[src/led_xover_pkg.sv]
package led_xover_pkg;

  // ---------------------------------------------------------------
  // Register map
  // ---------------------------------------------------------------
  localparam logic [4:0] LED_SOURCE_SELECT_ADDR = 5'h17;
  localparam logic [4:0] PAIR_CROSSOVER_CONTROL_ADDR = 5'h18;

  // ---------------------------------------------------------------
  // Indicator select field layout and reset values
  // ---------------------------------------------------------------
  localparam int FIRST_SEL_LSB = 0;
  localparam int SECOND_SEL_LSB = 4;
  localparam int SEL_W = 4;
  localparam logic [3:0] FIRST_SEL_RESET = 4'h0;
  localparam logic [3:0] SECOND_SEL_RESET = 4'h1;

  // Indicator source codes
  typedef enum logic [3:0] {
    SRC_LINK_GOOD = 4'h0,
    SRC_ANY_ACT = 4'h1,
    SRC_TX_ACT = 4'h2,
    SRC_RX_ACT = 4'h3,
    SRC_COLLISION = 4'h4,
    SRC_SPEED_100 = 4'h5,
    SRC_SPEED_10 = 4'h6,
    SRC_FULL_DUPLEX = 4'h7,
    SRC_LINK_BLINK = 4'h8
  } led_src_t;

  // ---------------------------------------------------------------
  // Crossover control field layout and reset values
  // ---------------------------------------------------------------
  localparam int PD_BIT = 7;
  localparam int AUTO_PAIR_SWITCH_ENABLE_BIT = 6;
  localparam int XOVER_BIT = 5;
  localparam int DONE_BIT = 4;
  localparam int SEED_LSB = 0;
  localparam logic PD_RESET = 1'b1;
  localparam logic AUTO_PAIR_SWITCH_ENABLE_RESET = 1'b1;
  localparam logic XOVER_RESET = 1'b0;
  localparam logic [3:0] SEED_RESET = 4'h0;
  localparam logic [3:0] SEED_NONE = 4'h0;
  localparam logic [3:0] SEED_INTERNAL = 4'h5;

  // ---------------------------------------------------------------
  // Timing
  // ---------------------------------------------------------------
  localparam int CLK_HZ = 10_000_000;
  localparam int LED_STRETCH_MS = 50;
  localparam int LED_STRETCH_CYCLES = (CLK_HZ / 1000) * LED_STRETCH_MS;

endpackage

[src/indicator_drive.sv]
`timescale 1ns/1ps
module indicator_drive
  import led_xover_pkg::*;
#(
  parameter int STRETCH_CYCLES = LED_STRETCH_CYCLES
) (
  input wire logic clk,
  input wire logic srst,
  input wire logic [3:0] sel,
  input wire logic link_good,
  input wire logic rx_act,
  input wire logic tx_act,
  input wire logic collision,
  input wire logic speed_100,
  input wire logic full_duplex,
  output logic led_on_q
);

  localparam int CW = $clog2(STRETCH_CYCLES + 1);
  localparam logic [CW-1:0] CNT_LOAD = CW'(STRETCH_CYCLES);
  localparam logic [CW-1:0] CNT_HALF = CW'(STRETCH_CYCLES / 2);

  logic [CW-1:0] any_cnt_q, any_cnt_d;
  logic [CW-1:0] tx_cnt_q, tx_cnt_d;
  logic [CW-1:0] rx_cnt_q, rx_cnt_d;
  logic [CW-1:0] col_cnt_q, col_cnt_d;
  logic led_on_d;

  // ---------------------------------------------------------------
  // Pulse stretchers
  // ---------------------------------------------------------------
  // Short frames would flash for microseconds; hold them visible
  always_comb begin
    any_cnt_d = any_cnt_q;
    tx_cnt_d = tx_cnt_q;
    rx_cnt_d = rx_cnt_q;
    col_cnt_d = col_cnt_q;
    if (rx_act || tx_act) any_cnt_d = CNT_LOAD;
    else if (any_cnt_q != '0) any_cnt_d = any_cnt_q - CW'(1);
    if (tx_act) tx_cnt_d = CNT_LOAD;
    else if (tx_cnt_q != '0) tx_cnt_d = tx_cnt_q - CW'(1);
    if (rx_act) rx_cnt_d = CNT_LOAD;
    else if (rx_cnt_q != '0) rx_cnt_d = rx_cnt_q - CW'(1);
    if (collision) col_cnt_d = CNT_LOAD;
    else if (col_cnt_q != '0) col_cnt_d = col_cnt_q - CW'(1);
  end

  // ---------------------------------------------------------------
  // Source selection
  // ---------------------------------------------------------------
  // Unused codes keep the indicator dark
  always_comb begin
    case (sel)
      SRC_LINK_GOOD: led_on_d = link_good;
      SRC_ANY_ACT: led_on_d = (any_cnt_q != '0);
      SRC_TX_ACT: led_on_d = (tx_cnt_q != '0);
      SRC_RX_ACT: led_on_d = (rx_cnt_q != '0);
      SRC_COLLISION: led_on_d = (col_cnt_q != '0);
      SRC_SPEED_100: led_on_d = link_good && speed_100;
      SRC_SPEED_10: led_on_d = link_good && !speed_100;
      SRC_FULL_DUPLEX: led_on_d = full_duplex;
      // Dark for the first half of each stretch, lit otherwise while link is good
      SRC_LINK_BLINK: led_on_d = link_good && (any_cnt_q <= CNT_HALF);
      default: led_on_d = 1'b0;
    endcase
  end

  // Registers only
  always_ff @(posedge clk) begin
    if (srst) begin
      any_cnt_q <= '0;
      tx_cnt_q <= '0;
      rx_cnt_q <= '0;
      col_cnt_q <= '0;
      led_on_q <= 1'b0;
    end else begin
      any_cnt_q <= any_cnt_d;
      tx_cnt_q <= tx_cnt_d;
      rx_cnt_q <= rx_cnt_d;
      col_cnt_q <= col_cnt_d;
      led_on_q <= led_on_d;
    end
  end

endmodule // indicator_drive

[src/led_select_and_crossover_ctrl.sv]
`timescale 1ns/1ps
module led_select_and_crossover_ctrl
  import led_xover_pkg::*;
#(
  parameter int STRETCH_CYCLES = LED_STRETCH_CYCLES
) (
  input wire logic clk,
  input wire logic srst,
  // Management register port, from the serial management decoder
  input wire logic [4:0] reg_addr,
  input wire logic reg_wr,
  input wire logic reg_rd,
  input wire logic [15:0] reg_wdata,
  output logic [15:0] reg_rdata_q,
  output logic reg_rvalid_q,
  // Link condition inputs from the PHY core
  input wire logic link_good,
  input wire logic rx_act,
  input wire logic tx_act,
  input wire logic collision,
  input wire logic speed_100,
  input wire logic full_duplex,
  input wire logic aneg_enabled,
  input wire logic partner_negotiating,
  // Pair switching engine status
  input wire logic engine_crossed,
  input wire logic engine_done,
  // Indicator outputs, high lights the LED
  output logic first_led_q,
  output logic second_led_q,
  // Crossover control to the pair switching engine
  output logic switch_run_q,
  output logic [3:0] switch_seed_q,
  output logic pair_crossed_q
);

  // ---------------------------------------------------------------
  // Register state
  // ---------------------------------------------------------------
  logic [3:0] first_indicator_select_q, first_indicator_select_d;
  logic [3:0] second_indicator_select_q, second_indicator_select_d;
  logic parallel_detect_enable_q, parallel_detect_enable_d;
  logic auto_pair_switch_enable_q, auto_pair_switch_enable_d;
  logic forced_crossover_q, forced_crossover_d;
  logic [3:0] crossover_seed_q, crossover_seed_d;
  logic wr_led, wr_xover;

  assign wr_led = reg_wr && (reg_addr == LED_SOURCE_SELECT_ADDR);
  assign wr_xover = reg_wr && (reg_addr == PAIR_CROSSOVER_CONTROL_ADDR);

  // Next register values from management writes
  always_comb begin
    first_indicator_select_d = first_indicator_select_q;
    second_indicator_select_d = second_indicator_select_q;
    parallel_detect_enable_d = parallel_detect_enable_q;
    auto_pair_switch_enable_d = auto_pair_switch_enable_q;
    forced_crossover_d = forced_crossover_q;
    crossover_seed_d = crossover_seed_q;
    if (wr_led) begin
      // Upper byte is expected zero and simply not stored
      first_indicator_select_d =
        reg_wdata[FIRST_SEL_LSB +: SEL_W];
      second_indicator_select_d = reg_wdata[SECOND_SEL_LSB +: SEL_W];
    end
    if (wr_xover) begin
      parallel_detect_enable_d = reg_wdata[PD_BIT];
      auto_pair_switch_enable_d = reg_wdata[AUTO_PAIR_SWITCH_ENABLE_BIT];
      // Forcing only takes when the same write leaves auto off
      if (!reg_wdata[AUTO_PAIR_SWITCH_ENABLE_BIT]) begin
        forced_crossover_d = reg_wdata[XOVER_BIT];
      end
      crossover_seed_d = reg_wdata[SEED_LSB +: 4];
    end
  end

  // Register the configuration
  always_ff @(posedge clk) begin
    if (srst) begin
      first_indicator_select_q <= FIRST_SEL_RESET;
      second_indicator_select_q <= SECOND_SEL_RESET;
      parallel_detect_enable_q <= PD_RESET;
      auto_pair_switch_enable_q <= AUTO_PAIR_SWITCH_ENABLE_RESET;
      forced_crossover_q <= XOVER_RESET;
      crossover_seed_q <= SEED_RESET;
    end else begin
      first_indicator_select_q <= first_indicator_select_d;
      second_indicator_select_q <= second_indicator_select_d;
      parallel_detect_enable_q <= parallel_detect_enable_d;
      auto_pair_switch_enable_q <= auto_pair_switch_enable_d;
      forced_crossover_q <= forced_crossover_d;
      crossover_seed_q <= crossover_seed_d;
    end
  end

  // ---------------------------------------------------------------
  // Crossover control
  // ---------------------------------------------------------------
  logic switch_run_d;
  logic [3:0] switch_seed_d;
  logic pair_crossed_d;
  logic crossover_state;
  logic crossover_sequence_done;

  // With auto on, switching runs with local negotiation on, or off with
  // partner negotiating when parallel detect is allowed
  always_comb begin
    switch_run_d = auto_pair_switch_enable_q &&
      (aneg_enabled ||
       (parallel_detect_enable_q && partner_negotiating));
    // A zero seed would stall the algorithm, so substitute one
    switch_seed_d = (crossover_seed_q == SEED_NONE) ?
      SEED_INTERNAL : crossover_seed_q;
    // Engine decides under auto, the forced bit decides otherwise
    pair_crossed_d = auto_pair_switch_enable_q ?
      engine_crossed : forced_crossover_q;
  end

  // Readback view of pair state and completion
  assign crossover_state = pair_crossed_q;
  assign crossover_sequence_done =
    auto_pair_switch_enable_q && engine_done;

  // Register the engine controls
  always_ff @(posedge clk) begin
    if (srst) begin
      switch_run_q <= 1'b0;
      switch_seed_q <= SEED_INTERNAL;
      pair_crossed_q <= XOVER_RESET;
    end else begin
      switch_run_q <= switch_run_d;
      switch_seed_q <= switch_seed_d;
      pair_crossed_q <= pair_crossed_d;
    end
  end

  // ---------------------------------------------------------------
  // Register readback
  // ---------------------------------------------------------------
  logic [15:0] reg_rdata_d;
  logic reg_rvalid_d;

  // Unmapped addresses read zero; reserved bytes always zero
  // Read data holds until the next read
  always_comb begin
    reg_rdata_d = reg_rdata_q;
    reg_rvalid_d = reg_rd;
    if (reg_rd) begin
      reg_rdata_d = 16'h0000;
      case (reg_addr)
        LED_SOURCE_SELECT_ADDR: begin
          reg_rdata_d[FIRST_SEL_LSB +: SEL_W] = first_indicator_select_q;
          reg_rdata_d[SECOND_SEL_LSB +: SEL_W] = second_indicator_select_q;
        end
        PAIR_CROSSOVER_CONTROL_ADDR: begin
          reg_rdata_d[PD_BIT] = parallel_detect_enable_q;
          reg_rdata_d[AUTO_PAIR_SWITCH_ENABLE_BIT] = auto_pair_switch_enable_q;
          reg_rdata_d[XOVER_BIT] = crossover_state;
          reg_rdata_d[DONE_BIT] = crossover_sequence_done;
          reg_rdata_d[SEED_LSB +: 4] = crossover_seed_q;
        end
        default: reg_rdata_d = 16'h0000;
      endcase
    end
  end

  // Registers only
  always_ff @(posedge clk) begin
    if (srst) begin
      reg_rdata_q <= 16'h0000;
      reg_rvalid_q <= 1'b0;
    end else begin
      reg_rdata_q <= reg_rdata_d;
      reg_rvalid_q <= reg_rvalid_d;
    end
  end

  // ---------------------------------------------------------------
  // Indicator drivers
  // ---------------------------------------------------------------
  // One driver per indicator, each with its own stretchers
  indicator_drive #(
    .STRETCH_CYCLES(STRETCH_CYCLES)
  ) u_first_led (
    .clk(clk),
    .srst(srst),
    .sel(first_indicator_select_q),
    .link_good(link_good),
    .rx_act(rx_act),
    .tx_act(tx_act),
    .collision(collision),
    .speed_100(speed_100),
    .full_duplex(full_duplex),
    .led_on_q(first_led_q)
  );

  indicator_drive #(
    .STRETCH_CYCLES(STRETCH_CYCLES)
  ) u_second_led (
    .clk(clk),
    .srst(srst),
    .sel(second_indicator_select_q),
    .link_good(link_good),
    .rx_act(rx_act),
    .tx_act(tx_act),
    .collision(collision),
    .speed_100(speed_100),
    .full_duplex(full_duplex),
    .led_on_q(second_led_q)
  );

endmodule // led_select_and_crossover_ctrl

[config.mk]
export PLATFORM = sky130hd
export DESIGN_NAME = led_select_and_crossover_ctrl
export DESIGN_NICKNAME = d
export VERILOG_FILES = /design/src/led_xover_pkg.sv /design/src/indicator_drive.sv /design/src/led_select_and_crossover_ctrl.sv
export SDC_FILE = /design/constraint.sdc
export NUM_CORES = 1
export LEC_CHECK = 0
export ABC_AREA = 1
export BUFFER_PORTS_ARGS = -buffer_cell sky130_fd_sc_hd__buf_4
export CAP_MARGIN = 5
export CELL_PAD_IN_SITES_DETAIL_PLACEMENT = 0
export CELL_PAD_IN_SITES_GLOBAL_PLACEMENT = 1
export CORE_UTILIZATION = 30
export DETAILED_ROUTE_END_ITERATION = 8
export GPL_TIMING_DRIVEN = 0
export PLACE_DENSITY = 0.63
export SYNTH_ARGS = -nofsm -noshare
export SYNTH_HDL_FRONTEND = slang
export SYNTH_SLANG_ARGS = --single-unit
[constraint.sdc]
create_clock -name clk -period 1.5 [get_ports clk]
set_input_delay 0.225 -clock clk [delete_from_list [all_inputs] [get_ports clk]]
set_output_delay 0.225 -clock clk [all_outputs]
set_load 0.005 [all_outputs]
==> reports/metrics.yaml <==
status: "complete, but fails checks"
violations: "setup timing"
grt_pass1_vias: 9082
hold-path-cell-count: 3
rsz0062_at_grt: "yes"
cp-start-kind: "flip-flop"
synth_compound_gate_area_share_pct: 11.1
synth_commonest_cells: "256 x nand2_1, 253 x nor2_1, 184 x dfxtp_1"
synth.mux.area_fraction_pct: 0
period_minus_slack_ns: 1.56
synth_area_per_cell_um2: 6.85
cp_slowest_cell: "dfxtp_2"
numCtsBuffers: 17
tightest_slew_ns: 0.992
drive_gt1_share_pct: 34.3
clk_latency_ns: 0.44
detailed_place.area_mm2: 0.0109
crit_required_ns: 1.84
yosys-top-cells-area: "dfxtp_1 37%, nand2_1 9.6%, nor2_1 9.5%, inv_1 6.3%, nand3_1 5.9%"
htreeDepth: 4
clk_pin_slew_worst_paths_ns: 0.08
drt_first_iter_violations: 537
drtAntennaViolNets: 0
die-area_mm2: 0.0340
syn-cell-area_mm2: 0.00997
ir_drop_uv: 830
synth-simple-area-share_pct: 36.3
grt_pass1_wl_um: 46300
dpl.hpwl_um: 20800
period_share_pct: 104
setup_tns_ns: -0.292
ff_latch_area_mm2: 0.00379
fp-row-count: 66
slew_viol_final: 0
die_w_um: 184
slew_headroom_pct: 33.8
cap_violations: 0
initial_core_util_pct: 30.6
synth-edff-count: 0
root_buffer: "clkbuf_16"
hp-class: "in2reg"
synth_largest_area_cell: "dfxtp_1"
crit_path_max_fanout: 6
synth_top_family_by_area: "simple AND/OR/NAND/NOR gates"
final_hold_viol_count: 0
hold_end: "second_indicator_select_q[0]"
synth-seq-cells: 184
ys_types: 47
worstPathCellList: "inv_2 > ha_4 > nand2_4 > nor2_4 > nand3_2 > buf_6 > nand2_4 > nand3_2 > nand2_1 > inv_2 > nor2_4 > nor2_2"
max_stage_delay_ns: 0.33
r2r-start: "u_second_led.any_cnt_q[0]"
synthFlopType: "dfxtp_1"
synthToLayoutAreaGrowth_pct: 37.4
reg2reg_to: "u_second_led.led_on_q"
drcViolationCount: 0
p_per_area_mw_per_mm2: 1040
cts_tree: "built"
fin_area_mm2: 0.0137
fin_ws_ns: -0.0565
n_fill_cell: 3405
finalSetupViolations: 11
synth_cells: 1456
r2r_slack_ns: -0.06
grt_usage_pct: 17.2
vias_per_cell: 4.71
final_util_pct: 42.0
yosysMostFrequentCell: "nand2_1"
cts.path.max_buffers: 2
wl_per_cell_um: 14.1
holdCritStartpoint: "reg_wdata[4]"
pre_cts_ws_ns: -0.518
io_buffers: 43
max_freq_mhz: 642
cp-end-kind: "flip-flop"
critical_path_class: "reg2reg"
p_leak_nw: 6.08
clock-skew-final_ns: 0.0134
yosysWarnings: 0
core_mm2: 0.0326
routed_wl_um: 29400
synthAdderAreaFrac_pct: 2.01
die_y_um: 184
ys_seq_area_share_pct: 36.9
place_congestion: 0.804
async_reset_ff_share_pct: 0
vias: 9846
worst_ep_arrival_time_ns: 1.90
nets: 1686
synth_top_area_share_pct: 36.9
first_pass_iters: 5
grt_max_degree: 19
grt_antenna_before_repair: 0
grt-ovfl-total: 0
io_pins: 60
worst-r2r-cell-count: 12
power.total_mw: 14.3
cts_sinks: 184
diodes: 0
multi_input_comb_area_mm2: 0.00662
synth_xor_area_share_pct: 4.83
==> final cells by class <==
type,instances,area share (%)
flip-flops and latches,184,27.7
clock buffers,18,3.13
plain buffers,33,1.55
inverters,182,5.27
clock inverters,14,0.931
multi-input cells,1064,48.3
repair buffers,153,9.11
well taps,442,4.04
==> power by group <==
group	switching [mW]	total, mW	internal [mW]	leakage (nW)
logic	2.41	4.19	1.78	4.27
registers	0.412	5.65	5.24	1.54
clock network	2.24	4.45	2.20	0.274
==> worst max-delay path, delay by kind of cell (launching register included) <==
kind	cells	cell delay, ns
buffers and inverters	3	0.28
AND/OR/NAND/NOR	8	0.70
adder cells (fa/ha/maj)	1	0.14
flip-flops	1	0.33
==> sequential cells by signal, indices dropped and copies added, names as in the netlist <==
| register | cells |
|---|---|
| auto_pair_switch_enable_q | 1 |
| crossover_seed_q | 4 |
| first_indicator_select_q | 4 |
| forced_crossover_q | 1 |
| pair_crossed_q | 1 |
| parallel_detect_enable_q | 1 |
| reg_rdata_q | 8 |
| reg_rvalid_q | 1 |
| second_indicator_select_q | 4 |
| switch_run_q | 1 |
| switch_seed_q | 4 |
| u_first_led.any_cnt_q | 19 |
| u_first_led.col_cnt_q | 19 |
| u_first_led.led_on_q | 1 |
| u_first_led.rx_cnt_q | 19 |
| u_first_led.tx_cnt_q | 19 |
| u_second_led.any_cnt_q | 19 |
| u_second_led.col_cnt_q | 19 |
| u_second_led.led_on_q | 1 |
| u_second_led.rx_cnt_q | 19 |
| u_second_led.tx_cnt_q | 19 |
==> how the worst max path moves through the flow <==
stage	startpoint	to	cells after the start
finish	u_second_led.any_cnt_q[0]	u_second_led.led_on_q	12
global route	u_first_led.rx_cnt_q[0]	u_first_led.led_on_q	14
CTS	u_second_led.tx_cnt_q[0]	u_second_led.led_on_q	13
detailed placement	srst	u_second_led.tx_cnt_q[7]	6
global placement	srst	u_second_led.tx_cnt_q[7]	6
floorplan	u_first_led.any_cnt_q[0]	u_first_led.any_cnt_q[12]	9
==> what timing repair did <==
item | CTS | global route
pin swaps | 54 | 105
hold endpoints to repair | 2 | 0
gates resized for setup | 158 | 285
setup buffers | 55 | 54
endpoints found under the setup margin | 131 | 136
cloned | 2 | 0
hold buffers | 2 | 0
==> stage by stage <==
step	hold slack, ns	std cells
floorplan	0.355	1463
global placement	0.436	1948
detailed placement	0.447	1948
CTS	0.0131	2039
global route	0.0388	2090
finish	0.0343	2090
==> routing by layer <==
metal  wire (um)  share of wire (%)  track usage, %  up-vias
li1            -                  -               -     5098
met1       14800                 50            23.8     4578
met2       13500                 46            27.4      143
met3         748                2.5            2.85       27
met4         378                1.3            4.70        0
met5           0                  0               0        -
==> logic make-up (layout without fill, tap and decap cells) <==
family                     Yosys count  in the layout
adders and majority gates           16             16
DFF                                184            184
buffers and inverters              215            400
other                                1              8
and+or+nand+nor                    780            780
xor gates and xnor gates            55             55
AOI/OAI and AO/OA                  205            205
==> cells in the final DEF (no fill, tap or decap), types with 18 or more instances in the layout <==
master,instances
clkbuf_1,18
nor2_1,174
buf_4,140
nand2_2,40
nor2_2,49
buf_6,20
a21oi_1,106
o21ai_0,42
nand4_1,30
nand2_1,208
xor2_1,43
dfxtp_2,46
nor3_1,22
nor2_4,64
nand3_2,26
inv_1,135
dfxtp_1,124
nand3_1,93
inv_2,34
No activity file was read; power rests on OpenSTA's default activity.
